<file path="src/pkg/pmr_params.svh">
// Offsets, bit positions, reset values and timing counts of the PHY management bank
`ifndef PMR_PARAMS_SVH
`define PMR_PARAMS_SVH
// Register offsets
`define PMR_OFS_BASIC_MODE_CONTROL 5'h00
`define PMR_OFS_BASIC_MODE_STATUS 5'h01
`define PMR_OFS_PHY_IDENTIFIER_HIGH 5'h02
`define PMR_OFS_PHY_IDENTIFIER_LOW 5'h03
`define PMR_OFS_NEGOTIATION_ADVERTISEMENT 5'h04
`define PMR_OFS_LINK_PARTNER_ABILITY 5'h05
`define PMR_OFS_NEGOTIATION_EXPANSION 5'h06
`define PMR_OFS_VENDOR_CONFIGURATION 5'h10
`define PMR_OFS_VENDOR_CONFIG_STATUS 5'h11
`define PMR_OFS_TENBASE_CONFIG_STATUS 5'h12
// Control register bit positions
`define PMR_B_RESET 15
`define PMR_B_LOOPBACK 14
`define PMR_B_SPEED 13
`define PMR_B_AN_EN 12
`define PMR_B_PDOWN 11
`define PMR_B_ISOLATE 10
`define PMR_B_AN_RESTART 9
`define PMR_B_DUPLEX 8
`define PMR_B_COLL 7
// Status register bit positions of live fields
`define PMR_B_AN_DONE 5
`define PMR_B_RFAULT 4
`define PMR_B_LINK 2
`define PMR_B_JABBER 1
// Partner ability remote-fault bit
`define PMR_B_LP_RF 13
// Reset values
`define PMR_CTL_RST 16'h3100
`define PMR_STAT_FIXED 16'h7809
`define PMR_ADV_RST 16'h01E1
`define PMR_VCFG_RST 16'h0000
`define PMR_VCS_RST 16'h0000
`define PMR_TENB_RST 16'h7800
// Timing: software reset duration
`define PMR_CLK_NS 4
`define PMR_SWRST_NS 400
`define PMR_SWRST_CYC ((`PMR_SWRST_NS + `PMR_CLK_NS - 1) / `PMR_CLK_NS)
`endif

</file>
<file path="src/pkg/pmr_pkg.sv">
// Types shared by the PHY management bank
package pmr_pkg;
    // Software reset sequencer states
    typedef enum logic {PMR_IDLE, PMR_BUSY} pmr_rst_e;
    // One management register word
    typedef logic [15:0] pmr_word_t;
endpackage

</file>
<file path="src/logic/pmr_bank.sv">
// Management register bank of the 10/100 PHY
//
// Summary of operation
// - Reset bit self-clears, reads one while busy
// - Software reset restores all registers to defaults
// - Loopback bit enables internal loop-back
// - Speed bit picks 100 or 10 manually
// - Speed reads negotiated value while negotiating
// - Negotiation enable makes speed, duplex report result
// - Power-down still answers management accesses
// - No spurious MII outputs while powered down
// - Some defaults come from a strap pin
// - Fixed register map at documented offsets
// - Isolate ignores transmit, tri-states receive outputs
// - Restart self-clears, ignored when negotiation off
// - Duplex bit manual, else negotiated duplex
//
// Decided for this implementation: the address-and-strobe port.
`timescale 1ns/1ns
`include "pmr_params.svh"
module pmr_bank #(
    // Identifier words; values are arbitrary
    parameter logic [15:0] ID_HIGH = 16'h1234,
    parameter logic [15:0] ID_LOW = 16'h5678
) (
    // Clock and reset
    input wire logic clock_i,
    input wire logic sys_rst_i,
    // Register port
    input wire logic [4:0] addr_i,
    input wire logic [15:0] wdata_i,
    input wire logic wr_i,
    input wire logic rd_i,
    output logic [15:0] rdata_o,
    // Strap pin for negotiation enable default
    input wire logic strap_an_i,
    // Status from the PHY core
    input wire logic an_done_i,
    input wire logic an_speed_i,
    input wire logic an_duplex_i,
    input wire logic an_started_i,
    input wire logic link_i,
    input wire logic jabber_i,
    input wire logic pol_rev_i,
    input wire logic [15:0] lp_ability_i,
    input wire logic [4:0] an_exp_i,
    // Controls to the PHY core
    output logic soft_rst_o,
    output logic loopback_o,
    output logic speed100_o,
    output logic duplex_full_o,
    output logic an_enable_o,
    output logic an_restart_o,
    output logic power_down_o,
    output logic isolate_o,
    output logic coll_test_o,
    output logic [15:0] adv_o,
    output logic [15:0] vendor_cfg_o,
    output logic [11:0] vendor_ctl_o,
    output logic [14:0] tenb_cfg_o,
    // MII receive side: core in, pins out
    input wire logic [7:0] core_rx_i,
    output logic [7:0] mii_rx_o,
    output logic mii_rx_oe_o,
    // MII transmit side: pins in, core out
    input wire logic [5:0] mii_tx_i,
    output logic [5:0] core_tx_o
);
    localparam int PMR_RST_CYC = `PMR_SWRST_CYC;
    localparam int PMR_RST_END = PMR_RST_CYC + 1;

    ////////////////////////////////////////////////////////////////////////
    // Storage
    pmr_pkg::pmr_rst_e st_r, st_nxt; // Software reset sequencer
    logic [7:0] cnt_r, cnt_nxt; // Cycles left in software reset
    logic [14:7] ctl_r; // Writable control bits
    pmr_pkg::pmr_word_t adv_r; // Advertisement
    pmr_pkg::pmr_word_t vcfg_r; // Vendor configuration
    logic [11:0] vcs_r; // Writable part of vendor config/status
    logic [15:1] tenb_r; // Writable part of 10BASE-T register
    logic rf_r; // Remote fault, latching high
    logic lnk_r; // Link status, latching low
    logic jab_r; // Jabber, latching high
    logic strap_s; // Synchronised strap level
    logic strap_r; // Strap level held from reset
    logic [5:0] tx_s; // Synchronised transmit pins
    logic rx_pass; // Registered receive pass flag

    ////////////////////////////////////////////////////////////////////////
    // Address decode
    wire idle = (st_r == pmr_pkg::PMR_IDLE);
    wire sel_ctl = (addr_i == `PMR_OFS_BASIC_MODE_CONTROL);
    wire sel_st = (addr_i == `PMR_OFS_BASIC_MODE_STATUS);
    wire sel_adv = (addr_i == `PMR_OFS_NEGOTIATION_ADVERTISEMENT);
    wire sel_vcfg = (addr_i == `PMR_OFS_VENDOR_CONFIGURATION);
    wire sel_vcs = (addr_i == `PMR_OFS_VENDOR_CONFIG_STATUS);
    wire sel_tenb = (addr_i == `PMR_OFS_TENBASE_CONFIG_STATUS);
    // Writes during a software reset are dropped so defaults stick
    wire wr_ok = wr_i & idle;
    wire wr_ctl = wr_ok & sel_ctl;
    wire sw_start = wr_ctl & wdata_i[`PMR_B_RESET];
    wire rd_st = rd_i & sel_st;
    // Restart only latches when negotiation stays enabled
    wire restart_set = wr_ctl & wdata_i[`PMR_B_AN_RESTART] & wdata_i[`PMR_B_AN_EN];

    ////////////////////////////////////////////////////////////////////////
    // Effective speed and duplex follow negotiation when enabled
    wire an_en = ctl_r[`PMR_B_AN_EN];
    wire eff_speed = an_en ? an_speed_i : ctl_r[`PMR_B_SPEED];
    wire eff_dplx = an_en ? an_duplex_i : ctl_r[`PMR_B_DUPLEX];
    wire [15:0] ctl_rd = {~idle, ctl_r[14], eff_speed, ctl_r[12:9], eff_dplx, ctl_r[7],
                          7'h00};
    // Fixed capability bits read constant regardless of writes
    wire [15:0] st_rd = `PMR_STAT_FIXED
                        | {10'h000, an_done_i, rf_r, 1'b0, lnk_r, jab_r, 1'b0};
    wire [3:0] mode_bits = {eff_speed & eff_dplx, eff_speed & ~eff_dplx,
                            ~eff_speed & eff_dplx, ~eff_speed & ~eff_dplx};

    ////////////////////////////////////////////////////////////////////////
    // Read multiplexer; unmapped addresses read zero
    wire [15:0] rd_mux =
        sel_ctl ? ctl_rd :
        sel_st ? st_rd :
        (addr_i == `PMR_OFS_PHY_IDENTIFIER_HIGH) ? ID_HIGH :
        (addr_i == `PMR_OFS_PHY_IDENTIFIER_LOW) ? ID_LOW :
        sel_adv ? adv_r :
        (addr_i == `PMR_OFS_LINK_PARTNER_ABILITY) ? lp_ability_i :
        (addr_i == `PMR_OFS_NEGOTIATION_EXPANSION) ? {11'h000, an_exp_i} :
        sel_vcfg ? vcfg_r :
        sel_vcs ? {mode_bits, vcs_r} :
        sel_tenb ? {tenb_r, pol_rev_i} :
        16'h0000;

    // Read data stands only in the cycle after the strobe
    always_ff @(posedge clock_i) begin
        if (sys_rst_i) begin
            rdata_o <= 16'h0000;
        end else begin
            rdata_o <= rd_i ? rd_mux : 16'h0000;
        end
    end

    ////////////////////////////////////////////////////////////////////////
    // Software reset sequencer
    always_comb begin
        st_nxt = st_r;
        cnt_nxt = cnt_r;
        case (st_r)
            pmr_pkg::PMR_IDLE: begin
                if (sw_start) begin
                    st_nxt = pmr_pkg::PMR_BUSY;
                    cnt_nxt = 8'(PMR_RST_CYC - 1);
                end
            end
            pmr_pkg::PMR_BUSY: begin
                // Bit self-clears when the count runs out
                if (cnt_r == 8'h00) begin
                    st_nxt = pmr_pkg::PMR_IDLE;
                end else begin
                    cnt_nxt = cnt_r - 8'h01;
                end
            end
            default: st_nxt = pmr_pkg::PMR_IDLE;
        endcase
    end

    // Sequencer registers
    always_ff @(posedge clock_i) begin
        if (sys_rst_i) begin
            st_r <= pmr_pkg::PMR_IDLE;
            cnt_r <= 8'h00;
        end else begin
            st_r <= st_nxt;
            cnt_r <= cnt_nxt;
        end
    end

    ////////////////////////////////////////////////////////////////////////
    // Strap capture: follows the pin during reset, frozen after release
    pmr_sync #(.W(1)) u_strap_sync (
        .clock_i(clock_i),
        .sys_rst_i(1'b0),
        .d_i(strap_an_i),
        .q_o(strap_s)
    );

    // Hold the last strap level seen while reset was high
    always_ff @(posedge clock_i) begin
        if (sys_rst_i) begin
            strap_r <= strap_s;
        end
    end

    ////////////////////////////////////////////////////////////////////////
    // Control register; restart bit clears once negotiation starts
    always_ff @(posedge clock_i) begin
        if (sys_rst_i) begin
            ctl_r <= 8'(`PMR_CTL_RST >> 7);
            ctl_r[`PMR_B_AN_EN] <= strap_s;
        end else if (sw_start) begin
            ctl_r <= 8'(`PMR_CTL_RST >> 7);
            ctl_r[`PMR_B_AN_EN] <= strap_r;
        end else if (wr_ctl) begin
            ctl_r[14:10] <= wdata_i[14:10];
            ctl_r[8:7] <= wdata_i[8:7];
            // Set beats the core's start acknowledge
            ctl_r[`PMR_B_AN_RESTART] <= restart_set
                | (ctl_r[`PMR_B_AN_RESTART] & ~an_started_i);
        end else if (an_started_i) begin
            ctl_r[`PMR_B_AN_RESTART] <= 1'b0;
        end
    end

    ////////////////////////////////////////////////////////////////////////
    // Read/write configuration registers
    always_ff @(posedge clock_i) begin
        if (sys_rst_i || sw_start) begin
            adv_r <= `PMR_ADV_RST;
            vcfg_r <= `PMR_VCFG_RST;
            vcs_r <= 12'(`PMR_VCS_RST);
            tenb_r <= 15'(`PMR_TENB_RST >> 1);
        end else begin
            if (wr_ok && sel_adv) begin
                adv_r <= wdata_i;
            end
            if (wr_ok && sel_vcfg) begin
                vcfg_r <= wdata_i;
            end
            // Mode bits are status; writes to them are dropped
            if (wr_ok && sel_vcs) begin
                vcs_r <= wdata_i[11:0];
            end
            if (wr_ok && sel_tenb) begin
                tenb_r <= wdata_i[15:1];
            end
        end
    end

    ////////////////////////////////////////////////////////////////////////
    // Latched status bits: a new event beats the clear on read
    always_ff @(posedge clock_i) begin
        if (sys_rst_i || sw_start) begin
            rf_r <= 1'b0;
            jab_r <= 1'b0;
            lnk_r <= 1'b0;
        end else begin
            rf_r <= lp_ability_i[`PMR_B_LP_RF] | (rf_r & ~rd_st);
            jab_r <= jabber_i | (jab_r & ~rd_st);
            // A drop is held low until read, then tracks the line
            lnk_r <= link_i & (lnk_r | rd_st);
        end
    end

    ////////////////////////////////////////////////////////////////////////
    // MII gating: quiet in power-down, released pins when isolated
    wire rx_allow = ~ctl_r[`PMR_B_ISOLATE] & ~ctl_r[`PMR_B_PDOWN];

    pmr_gate #(.W(8)) u_rx_gate (
        .clock_i(clock_i),
        .sys_rst_i(sys_rst_i),
        .pass_i(rx_allow),
        .d_i(core_rx_i),
        .q_o(mii_rx_o),
        .pass_o(rx_pass)
    );

    // Transmit pins come from outside the clock domain
    pmr_sync #(.W(6)) u_tx_sync (
        .clock_i(clock_i),
        .sys_rst_i(sys_rst_i),
        .d_i(mii_tx_i),
        .q_o(tx_s)
    );

    // Isolated or sleeping PHY ignores transmit inputs
    pmr_gate #(.W(6)) u_tx_gate (
        .clock_i(clock_i),
        .sys_rst_i(sys_rst_i),
        .pass_i(rx_allow),
        .d_i(tx_s),
        .q_o(core_tx_o),
        .pass_o()
    );

    // Pins stay driven (low) in power-down; only isolate releases them
    always_ff @(posedge clock_i) begin
        if (sys_rst_i) begin
            mii_rx_oe_o <= 1'b0;
        end else begin
            mii_rx_oe_o <= ~ctl_r[`PMR_B_ISOLATE];
        end
    end

    ////////////////////////////////////////////////////////////////////////
    // Outputs to the core
    assign soft_rst_o = ~idle;
    assign loopback_o = ctl_r[`PMR_B_LOOPBACK];
    assign speed100_o = eff_speed;
    assign duplex_full_o = eff_dplx;
    assign an_enable_o = an_en;
    assign an_restart_o = ctl_r[`PMR_B_AN_RESTART];
    assign power_down_o = ctl_r[`PMR_B_PDOWN];
    assign isolate_o = ctl_r[`PMR_B_ISOLATE];
    assign coll_test_o = ctl_r[`PMR_B_COLL];
    assign adv_o = adv_r;
    assign vendor_cfg_o = vcfg_r;
    assign vendor_ctl_o = vcs_r;
    assign tenb_cfg_o = tenb_r;
endmodule

</file>
<file path="src/logic/pmr_sync.sv">
// Two-flop synchroniser for pin inputs
`timescale 1ns/1ns
module pmr_sync #(
    parameter int W = 1
) (
    // Clock and reset
    input wire logic clock_i,
    input wire logic sys_rst_i,
    // Asynchronous level in, synchronised level out
    input wire logic [W-1:0] d_i,
    output logic [W-1:0] q_o
);
    // First stage feeds only the second stage
    logic [W-1:0] meta_r;

    // Both stages clear under reset
    always_ff @(posedge clock_i) begin
        if (sys_rst_i) begin
            meta_r <= '0;
            q_o <= '0;
        end else begin
            meta_r <= d_i;
            q_o <= meta_r;
        end
    end
endmodule

</file>
<file path="src/logic/pmr_gate.sv">
// Registered gate that forces a bus to zero while blocked
`timescale 1ns/1ns
module pmr_gate #(
    parameter int W = 1
) (
    // Clock and reset
    input wire logic clock_i,
    input wire logic sys_rst_i,
    // Pass control and data
    input wire logic pass_i,
    input wire logic [W-1:0] d_i,
    // Gated data and its registered pass flag
    output logic [W-1:0] q_o,
    output logic pass_o
);
    // Registered so a blocked bus never glitches on the pins
    always_ff @(posedge clock_i) begin
        if (sys_rst_i) begin
            q_o <= '0;
            pass_o <= 1'b0;
        end else begin
            q_o <= pass_i ? d_i : '0;
            pass_o <= pass_i;
        end
    end
endmodule

</file>
<file path="config.mk">
export PLATFORM = sky130hd
export DESIGN_NAME = pmr_bank
export DESIGN_NICKNAME = d
export VERILOG_FILES = /design/src/pkg/pmr_pkg.sv /design/src/logic/pmr_bank.sv /design/src/logic/pmr_sync.sv /design/src/logic/pmr_gate.sv
export VERILOG_INCLUDE_DIRS = /design/src /design/src/pkg
export SDC_FILE = /design/constraint.sdc
export NUM_CORES = 1
export LEC_CHECK = 0
export BUFFER_PORTS_ARGS = -buffer_cell sky130_fd_sc_hd__clkbuf_2
export CORE_MARGIN = 10
export CORE_UTILIZATION = 35
export CTS_CLUSTER_SIZE = 40
export DETAILED_ROUTE_END_ITERATION = 10
export GPL_ROUTABILITY_DRIVEN = 1
export SLEW_MARGIN = 20
export SYNTH_ARGS = -nofsm -noshare
export SYNTH_HDL_FRONTEND = slang
export SYNTH_SLANG_ARGS = --single-unit
</file>
<file path="constraint.sdc">
create_clock -name clock_i -period 5.07 [get_ports clock_i]
set_input_delay 1.521 -clock clock_i [delete_from_list [all_inputs] [get_ports clock_i]]
set_output_delay 1.521 -clock clock_i [all_outputs]
set_load 0.01 [all_outputs]
</file>
# After elaboration in Yosys (flattened, before gate mapping)
# Cells that the tools add are included.
# W data, S select, Z words.
[totals]
ff_bits = 125
in_bits = 68
[classes]
n_eq_ne = 11
n_reduce_logical = 15
mux = 24
n_addsub = 1
n_bitwise = 28
[ops]
columns = ["op", "count"]
rows = [
  ["$mux W16", 10],
  ["$mux W8", 2],
  ["$pmux W8 S2", 1],
  ["$and A1 B1 Y1", 15],
  ["$eq A5 B3 Y1 const B", 3],
  ["$eq A5 B5 Y1 const B", 3],
  ["$mux W6", 2],
  ["$eq A5 B2 Y1 const B", 2],
  ["$not A1 Y1", 9],
  ["$logic_not A8 Y1", 1],
  ["$sub A8 B1 Y8 const B", 1],
  ["$mux W1", 6],
  ["$reduce_or A2 Y1", 3],
  ["$eq A5 B1 Y1 const B", 1],
  ["$logic_not A5 Y1", 1],
  ["$reduce_or A5 Y1", 1],
  ["$logic_and A1 B1 Y1", 4],
  ["$or A1 B1 Y1", 4],
  ["$mux W3", 1],
  ["$reduce_bool A3 Y1", 1],
  ["$reduce_or A3 Y1", 1],
  ["$mux W2", 1],
  ["$ne A2 B1 Y1 const B", 1],
  ["$ne A2 B2 Y1 const B", 1],
  ["other kinds (4)", 4],
]

# Logic depth before layout (Yosys ltp)
# Gate-level depths: netlist of the first run.
[logic_depth]
ltp_word = 12
depth_mapped = 8
depth_no_buf = 6

# Hierarchy
# Synthesis of the first run repeated with hierarchy kept, for this count alone.
[unflattened]
cells_unflattened = 643
area_unflattened_um2 = 5574.1
[modules_own_cells]
columns = ["module", "n_inst", "seq_area_each_um2", "cells_per_inst", "area_each_um2"]
rows = [
  ["pmr_bank", 1, 1961.9, 582, 4699.5],
  ["pmr_sync (u_tx_sync)", 1, 240.2, 25, 366.6],
  ["pmr_gate (u_rx_gate)", 1, 180.2, 18, 256.5],
  ["pmr_gate (u_tx_gate)", 1, 140.1, 14, 198.9],
  ["pmr_sync (u_strap_sync)", 1, 40.0, 4, 52.6],
]

# Least setup slack after synthesis of the first run
# OpenSTA, ideal clock, no wires.
[synth_path]
kind = "in2out"
from = "input an_duplex_i"
to = "output duplex_full_o"
path_stages = 2
path_buffers = 0
t_arrival_ps = 1817
slack_ps = 1732
path_cell_list = "mux2i_1 inv_1"
[synth_between]
elab_chain_len = 1
[synth_rtl]
columns = ["item", "line_no", "source"]
rows = [
  ["start, declared", "pmr_bank.sv:40", "input wire logic an_duplex_i,"],
  ["$mux W1", "pmr_bank.sv:110", "wire eff_dplx = an_en ? an_duplex_i : ctl_r[`PMR_B_DUPLEX];"],
  ["end, declared", "pmr_bank.sv:51", "output logic duplex_full_o,"],
]
# No other way between the ends.

# Final worst setup path of the first run
# Same ends and word-level chain as after synthesis.

==> results of run 1 <==
==> synth_stat cells (5+ instances only) <==
master and n:
sky130_fd_sc_hd__clkbuf_1 15, sky130_fd_sc_hd__a211oi_1 6, sky130_fd_sc_hd__nand2b_1 12, sky130_fd_sc_hd__nand3b_1 8, sky130_fd_sc_hd__buf_2 21, sky130_fd_sc_hd__a22oi_1 6, sky130_fd_sc_hd__o2bb2ai_1 5, sky130_fd_sc_hd__a31oi_1 6
sky130_fd_sc_hd__dfxtp_1 123, sky130_fd_sc_hd__mux2i_1 44, sky130_fd_sc_hd__nand2_1 94, sky130_fd_sc_hd__nor2_1 45, sky130_fd_sc_hd__nand3_1 13, sky130_fd_sc_hd__nor2b_1 21, sky130_fd_sc_hd__and2_1 15, sky130_fd_sc_hd__a21oi_1 47
sky130_fd_sc_hd__buf_4 6, sky130_fd_sc_hd__a221oi_1 6, sky130_fd_sc_hd__nor3_1 8, sky130_fd_sc_hd__inv_1 18, sky130_fd_sc_hd__o21ai_0 20
==> routing by layer <==
metal  up-vias  GRT usage (%)  part of all wire [%]
li1       2516              -                     -
met5         -              0                     0
met4         0          5.556                   1.2
met1      2448          23.15                    44
met2       188          28.17                    48
met3        15          5.439                   6.9
==> placed cells by master (no fill, tap or decap), types with 15 or more instances in the layout <==
cell / synthesis / layout
sky130_fd_sc_hd__inv_1: 18 / 18
sky130_fd_sc_hd__nor2b_1: 21 / 21
sky130_fd_sc_hd__and2_1: 15 / 15
sky130_fd_sc_hd__a21oi_1: 47 / 47
sky130_fd_sc_hd__dfxtp_1: 123 / 123
sky130_fd_sc_hd__clkbuf_16: 0 / 18
sky130_fd_sc_hd__o21ai_0: 20 / 20
sky130_fd_sc_hd__mux2i_1: 44 / 44
sky130_fd_sc_hd__nand2_1: 94 / 94
sky130_fd_sc_hd__nor2_1: 45 / 45
sky130_fd_sc_hd__clkbuf_2: 1 / 166
==> critical path: cells and delay by family <==
| kind | cells | cell delay [ns] |
|---|---|---|
| buffers and inverters | 3 | 0.42 |
| multiplexers | 1 | 0.28 |
==> logic make-up after synthesis <==
logic type	synth area share, %
AO/OA/AOI/OAI	16.73
XOR/XNOR	0.3123
adder cells (fa/ha/maj)	0.2230
buffers and inverters	5.575
flip-flops	44.96
multiplexers	8.653
AND/OR/NAND/NOR	23.55
==> worst paths after layout <==
path                                           from  cells after the start               end
worst max-delay path                    an_duplex_i                      4     duplex_full_o
worst min-delay path            u_strap_sync.meta_r                      0  u_strap_sync.q_o
worst max register to register           soft_rst_o                      5     tenb_cfg_o[3]
worst min register to register  u_strap_sync.meta_r                      0  u_strap_sync.q_o
==> layout make-up <==
| class | count | area (sq um) |
|---|---|---|
| Clock buffer | 19 | 464.2 |
| Fill cell | 1595 | 8597 |
| Sequential cell | 125 | 2522 |
| Timing Repair Buffer | 177 | 913.4 |
| Clock inverter | 13 | 152.6 |
| Inverter | 18 | 67.56 |
| Tap cell | 216 | 270.3 |
| Multi-Input combinational cell | 444 | 2783 |
==> sequential cells by signal, indices dropped and copies added (netlist names) <==
name and cells:
vendor_ctl_o 12, u_strap_sync.meta_r 1, u_tx_sync.q_o 6, u_tx_sync.meta_r 6, u_tx_gate.q_o 6, strap_r 1, u_rx_gate.q_o 8, mii_rx_oe_o 1
adv_o 16, cnt_r 8, lnk_r 1, rf_r 1, u_strap_sync.q_o 1, vendor_cfg_o 16, jab_r 1, soft_rst_o 1
rdata_o 16, ctl_r 8, tenb_cfg_o 15
==> metrics by stage <==
step	power, mW	cell area, sq um	instances	hold slack, ns	utilization [%]
after floorplan	1.145	5610	633	0.3096	-
after global placement	1.228	6551	980	0.3116	41.54
after detailed placement	1.228	6551	980	0.3164	41.54
after CTS	2.484	7168	1012	0.3316	45.45
after global routing	2.539	7173	1012	0.3476	45.49
final	2.463	7173	1012	0.3342	45.49
==> power groups by stage <==
stage | registers [mW] | clock network, mW | logic [mW]
finish | 1.01 | 1.25 | 0.194
global route | 1.02 | 1.31 | 0.211
CTS | 1.01 | 1.28 | 0.193
detailed placement | 1.04 | 0 | 0.193
global placement | 1.03 | 0 | 0.193
floorplan | 1.04 | 0 | 0.106
==> load_flow_metrics.sql, run 1 <==
INSERT INTO impl_metrics (metric_group, metric, value, unit) VALUES
('clock_network', 'insertion_delay', '0.43', 'ns'),
('power_and_ir_drop', 'swShare', '24.76', '%'),
('detailed_routing', 'drt-pass1-iter-count', '5', ''),
('job', 'max_cap_violations', '0', ''),
('clock_network', 'clock_path_buffers', '2', ''),
('critical_path', 'rrSetupSlack', '2.56', 'ns'),
('power_and_ir_drop', 'cellInternalPower', '1.853', 'mW'),
('floorplanning', 'pin_count', '167', ''),
('critical_path', 'critPathSlowestCell', 'sky130_fd_sc_hd__mux2i_1', ''),
('timing', 'period_utilization', '73.64', '%'),
('finish', 'antenna_cells', '0', ''),
('finish', 'drive_gt1_share', '28.64', '%'),
('power_and_ir_drop', 'worst_ir_drop_vdd', '0.2380', 'mV'),
('timing', 'final.setup.tns', '0', 'ns'),
('timing', 'worst_slew_margin_rel', '29.08', '%'),
('detailed_routing', 'drt-vias-per-instance', '5.106', ''),
('critical_path', 'cell_mode_on_critical_path', 'sky130_fd_sc_hd__clkbuf_2', ''),
('floorplanning', 'placeableCoreArea', '15770', 'sq um'),
('synth', 'netlist_area', '5610', 'sq um'),
('global_route', 'grt_antenna_before_repair', '0', ''),
('timing', 'finalHoldViolCount', '0', ''),
('clock_network', 'h-tree-depth', '4', ''),
('global_route', 'first_global_vias', '5025', ''),
('place', 'gp_congestion', '0.8377', ''),
('place', 'numPortBuffers', '166', ''),
('detailed_routing', 'dr_total_vias', '5167', ''),
('detailed_routing', 'drt-total-wl', '19850', 'um'),
('timing', 'timing.final.setup_violations', '0', ''),
('synth', 'syn-num-nets', '702', ''),
('critical_path', 'criticalPathCategory', 'in -> out', ''),
('critical_path', 'largest_stage_delay_worst_path', '0.28', 'ns'),
('floorplanning', 'initial_utilization', '35.58', '%'),
('timing', 'pins_over_slew_limit', '0', ''),
('critical_path', 'cp-end-kind', 'output pin', ''),
('timing', 'period_needed', '3.734', 'ns'),
('synth', 'synth_top_cell_area_share', '43.89', '%'),
('timing', 'clock_skew', '0.01378', 'ns'),
('clock_network', 'cts_tree', 'built', ''),
('synth', 'synth.yosys.warnings', '0', ''),
('detailed_routing', 'detail-route-antenna-nets', '0', ''),
('power_and_ir_drop', 'share_comb_of_total_power', '7.9', '%'),
('finish', 'finish.net_count', '852', ''),
('critical_path', 'startpoint_type', 'input port', ''),
('timing', 'rsz0062_at_grt', 'false', ''),
('critical_path', 'crit_fanout', '3', ''),
('synth', 'post-synth-top-area-cell', 'sky130_fd_sc_hd__dfxtp_1', ''),
('detailed_routing', 'drtIter0Drc', '352', ''),
('critical_path', 'crit_required', '3.55', 'ns'),
('clock_network', 'postCtsHoldBufs', '0', ''),
('timing', 'fmax', '0.2678', 'GHz'),
('critical_path', 'timing.critical_path.arrival', '2.21', 'ns'),
('clock_network', 'cts.sink_count', '125', ''),
('floorplanning', 'fp.dieW', '146.6', 'um'),
('floorplanning', 'die_area', '21490', 'sq um'),
('power_and_ir_drop', 'power_switching', '0.6098', 'mW'),
('floorplanning', 'die_h', '146.6', 'um'),
('synth', 'synthArstFlopShare', '0', '%'),
('critical_path', 'critical_path.cell_chain', 'clkbuf_2 > mux2i_1 > inv_1 > clkbuf_2', ''),
('finish', 'syn2layout_area_growth', '27.85', '%'),
('synth', 'postSynthAreaPerCell', '8.863', 'sq um'),
('hold_path', 'type_of_the_worst_min_delay_path', 'reg -> reg', ''),
('floorplanning', 'core.rowCount', '46', ''),
('clock_network', 'cts_inserted_buffers', '17', ''),
('power_and_ir_drop', 'cellPowerDensity', '343.3', 'nW/um^2'),
('synth', 'ys_ff_latch', '125', ''),
('clock_network', 'post_cts_resized', '0', ''),
('power_and_ir_drop', 'p_leak', '3.218', 'nW'),
('run_status', 'run_status', 'finished clean', ''),
('synth', 'yosys.cell_types.count', '75', ''),
('global_route', 'groute.usage.overall', '17.99', '%'),
('synth', 'synth_enable_flop_cells', '2', '');
Note: power is estimated with default switching activity, not from simulation.
==> run 2: changes to the inputs <==
==> constraint.sdc (replaced) <==
create_clock -name clock_i -period 3.3 [get_ports clock_i]
set_input_delay 0.99 -clock clock_i [delete_from_list [all_inputs] [get_ports clock_i]]
set_output_delay 0.99 -clock clock_i [all_outputs]
set_load 0.01 [all_outputs]
==> run 2 against run 1 <==
- register-to-register slack got worse by 0.99 ns
- via count rose by 2.4%
- sequential cell count unchanged
- routed wire length barely moved
- sequential power is 54% higher
- non-clock buffer count is 15 higher
- power is 51% higher
- critical path depth unchanged
- combinational power up 59%
- critical path type unchanged
- critical endpoint unchanged
==> load_flow_metrics.sql, run 2 (synthesis results as in run 1) <==
INSERT INTO impl_metrics (metric_group, metric, value, unit) VALUES
('timing', 'fin_hold_ws', '0.3283', 'ns'),
('floorplanning', 'die_area', '21490', 'sq um'),
('finish', 'syn2layout_area_growth', '29.84', '%'),
('place', 'post-dp-hpwl', '15140', 'um'),
('place', 'postPlaceCellArea', '6689', 'sq um'),
('critical_path', 'r2r_start', 'ctl_r[12]', ''),
('critical_path', 'critPathSlowestCell', 'sky130_fd_sc_hd__mux2i_1', ''),
('critical_path', 'crit_required', '2.31', 'ns'),
('detailed_routing', 'drc', '0', ''),
('power_and_ir_drop', 'cellPowerDensity', '510.9', 'nW/um^2'),
('critical_path', 'cell_mode_on_critical_path', 'sky130_fd_sc_hd__clkbuf_2', ''),
('timing', 'timing.final.setup_violations', '0', ''),
('clock_network', 'clock_transition_time_at_the_flip_flop_clock_pins_of_the_worst_setup_and_hold_paths', '0.06', 'ns'),
('finish', 'final_util', '46.19', '%'),
('clock_network', 'clockRootBuffer', 'sky130_fd_sc_hd__clkbuf_16', ''),
('clock_network', 'insertion_delay', '0.43', 'ns'),
('power_and_ir_drop', 'share_comb_of_total_power', '8.3', '%'),
('timing', 'worstMarginPinSlew', '0.6506', 'ns'),
('global_route', 'groute.usage.overall', '18.12', '%'),
('floorplanning', 'fp.dieW', '146.6', 'um'),
('global_route', 'first_global_vias', '5174', ''),
('clock_network', 'cts_post_setup_buffers_inserted', '0', ''),
('detailed_routing', 'dr_total_vias', '5289', ''),
('critical_path', 'cp-end-kind', 'output pin', ''),
('power_and_ir_drop', 'cellInternalPower', '2.777', 'mW'),
('clock_network', 'cts_inserted_buffers', '17', ''),
('finish', 'finalNonFillerCells', '1027', ''),
('place', 'gp_congestion', '0.8610', ''),
('run_status', 'run_status', 'finished clean', ''),
('timing', 'finalHoldViolCount', '0', ''),
('job', 'max_cap_violations', '0', ''),
('timing', 'final.setup.tns', '0', 'ns'),
('power_and_ir_drop', 'clkPwrFrac', '49.8', '%'),
('timing', 'pins_over_slew_limit', '0', ''),
('place', 'numPortBuffers', '166', ''),
('critical_path', 'critical_path.startpoint', 'an_duplex_i', ''),
('critical_path', 'crit_fanout', '3', ''),
('detailed_routing', 'detail-route-antenna-nets', '0', ''),
('power_and_ir_drop', 'fin_total_pwr', '3.722', 'mW'),
('hold_path', 'type_of_the_worst_min_delay_path', 'reg -> reg', ''),
('power_and_ir_drop', 'power_switching', '0.9451', 'mW'),
('global_route', 'grt_start_max_net_pins', '41', ''),
('power_and_ir_drop', 'p_leak', '3.288', 'nW'),
('finish', 'finish.net_count', '867', ''),
('finish', 'antenna_cells', '0', ''),
('global_route', 'grt-ovfl-total', '0', ''),
('place', 'placed_cells_incl_taps', '995', ''),
('clock_network', 'post_cts_resized', '0', ''),
('power_and_ir_drop', 'worst_ir_drop_vdd', '0.3741', 'mV'),
('critical_path', 'rrSetupSlack', '1.57', 'ns'),
('finish', 'design_area', '7284', 'sq um'),
('place', 'placement.setup.worst_slack', '0.4643', 'ns'),
('clock_network', 'postCtsHoldBufs', '0', ''),
('timing', 'period_utilization', '81.82', '%'),
('global_route', 'grt_antenna_before_repair', '0', ''),
('clock_network', 'cts_tree', 'built', ''),
('critical_path', 'critical_path.endpoint', 'duplex_full_o', ''),
('detailed_routing', 'drt-vias-per-instance', '5.150', ''),
('finish', 'drive_gt1_share', '29.96', '%'),
('critical_path', 'path_buf_inv', '3', ''),
('floorplanning', 'pin_count', '167', ''),
('detailed_routing', 'drtIter0Drc', '469', ''),
('floorplanning', 'placeableCoreArea', '15770', 'sq um'),
('timing', 'worst_slew_margin_rel', '56.63', '%'),
('clock_network', 'cts.sink_count', '125', ''),
('global_route', 'grt_pass1_wl', '30500', 'um'),
('critical_path', 'timing.critical_path.arrival', '1.71', 'ns'),
('detailed_routing', 'detail_route.wl_per_cell', '19.34', 'um'),
('critical_path', 'critical_path.cell_chain', 'clkbuf_2 > mux2i_1 > inv_1 > clkbuf_2', ''),
('critical_path', 'largest_stage_delay_worst_path', '0.31', 'ns'),
('timing', 'fmax', '0.3703', 'GHz'),
('timing', 'postLayoutSetupSlackWorst', '0.5998', 'ns'),
('finish', 'layout.cells.most_common', 'sky130_fd_sc_hd__clkbuf_2', ''),
('critical_path', 'startpoint_type', 'input port', ''),
('floorplanning', 'core.rowCount', '46', ''),
('clock_network', 'h-tree-depth', '4', ''),
('critical_path', 'criticalPathCategory', 'in -> out', ''),
('detailed_routing', 'drt-pass1-iter-count', '7', ''),
('critical_path', 'cp.depth', '4', ''),
('clock_network', 'clock_path_buffers', '2', ''),
('floorplanning', 'die_h', '146.6', 'um'),
('finish', 'most-common-layout-cells', '166 x sky130_fd_sc_hd__clkbuf_2, 123 x sky130_fd_sc_hd__dfxtp_1, 94 x sky130_fd_sc_hd__nand2_1', ''),
('power_and_ir_drop', 'swShare', '25.39', '%'),
('timing', 'period_needed', '2.700', 'ns'),
('timing', 'clock_skew', '0.008505', 'ns'),
('critical_path', 'timing.rr.end', 'rdata_o[14]', ''),
('critical_path', 'critical-path-top-delay-family', 'buffers and inverters', ''),
('critical_path', 'worst_reg2reg_path_length_in_cells', '4', ''),
('power_and_ir_drop', 'power_frac_seq', '41.9', '%'),
('detailed_routing', 'drt-total-wl', '19870', 'um'),
('timing', 'rsz0062_at_grt', 'false', ''),
('floorplanning', 'initial_utilization', '35.58', '%');
run 2: cell types whose count changed in the layout (fill, tap and decap cells not counted), sizes merged:
cell and change:
buf +15, bufinv -1, clkbuf +1, clkinv -1, inv +1
run 2: metal layers:
layer  GRT usage [%]  part of all wire, %  up-vias  wire length [um]
li1                -                    -     2548                 -
met1           22.66                   44     2507              8728
met2           28.53                   47      199              9250
met3           5.532                  7.2       35              1430
met4           6.957                  2.3        0               457
met5               0                    0        -                 0
run 2: layout make-up:
cell class / instances / area [sq um]
Timing Repair Buffer: 192 / 1051
Clock inverter: 12 / 123.9
Clock buffer: 20 / 466.7
Tap cell: 216 / 270.3
Sequential cell: 125 / 2522
Fill cell: 1598 / 8486
Inverter: 18 / 67.56
Multi-Input combinational cell: 444 / 2783
run 2: how the worst min path moves through the flow:
stage,endpoint,cells after the start,startpoint,slack (ns)
2_1_floorplan,u_strap_sync.q_o,0,u_strap_sync.meta_r,0.31
3_3_place_gp,u_strap_sync.q_o,0,u_strap_sync.meta_r,0.31
3_5_place_dp,u_strap_sync.q_o,0,u_strap_sync.meta_r,0.31
4_1_cts,u_strap_sync.q_o,0,u_strap_sync.meta_r,0.33
5_1_grt,u_strap_sync.q_o,0,u_strap_sync.meta_r,0.34
6_report,u_strap_sync.q_o,0,u_strap_sync.meta_r,0.33
run 2: power by group through the flow:
stage	sequential [mW]	combinational [mW]	clock (mW)
5_1_grt	1.56	0.337	1.96
6_report	1.56	0.309	1.85
2_1_floorplan	1.60	0.163	0
3_3_place_gp	1.59	0.306	0
3_5_place_dp	1.59	0.305	0
4_1_cts	1.56	0.307	1.88
run 2: worst reg2reg max path, cell delays in order (launching register included):
cell and delay (ns):
sky130_fd_sc_hd__edfxtp_1 0.51, sky130_fd_sc_hd__mux2i_1 0.40, sky130_fd_sc_hd__nand4_1 0.15, sky130_fd_sc_hd__a221o_1 0.36, sky130_fd_sc_hd__a221oi_2 0.22
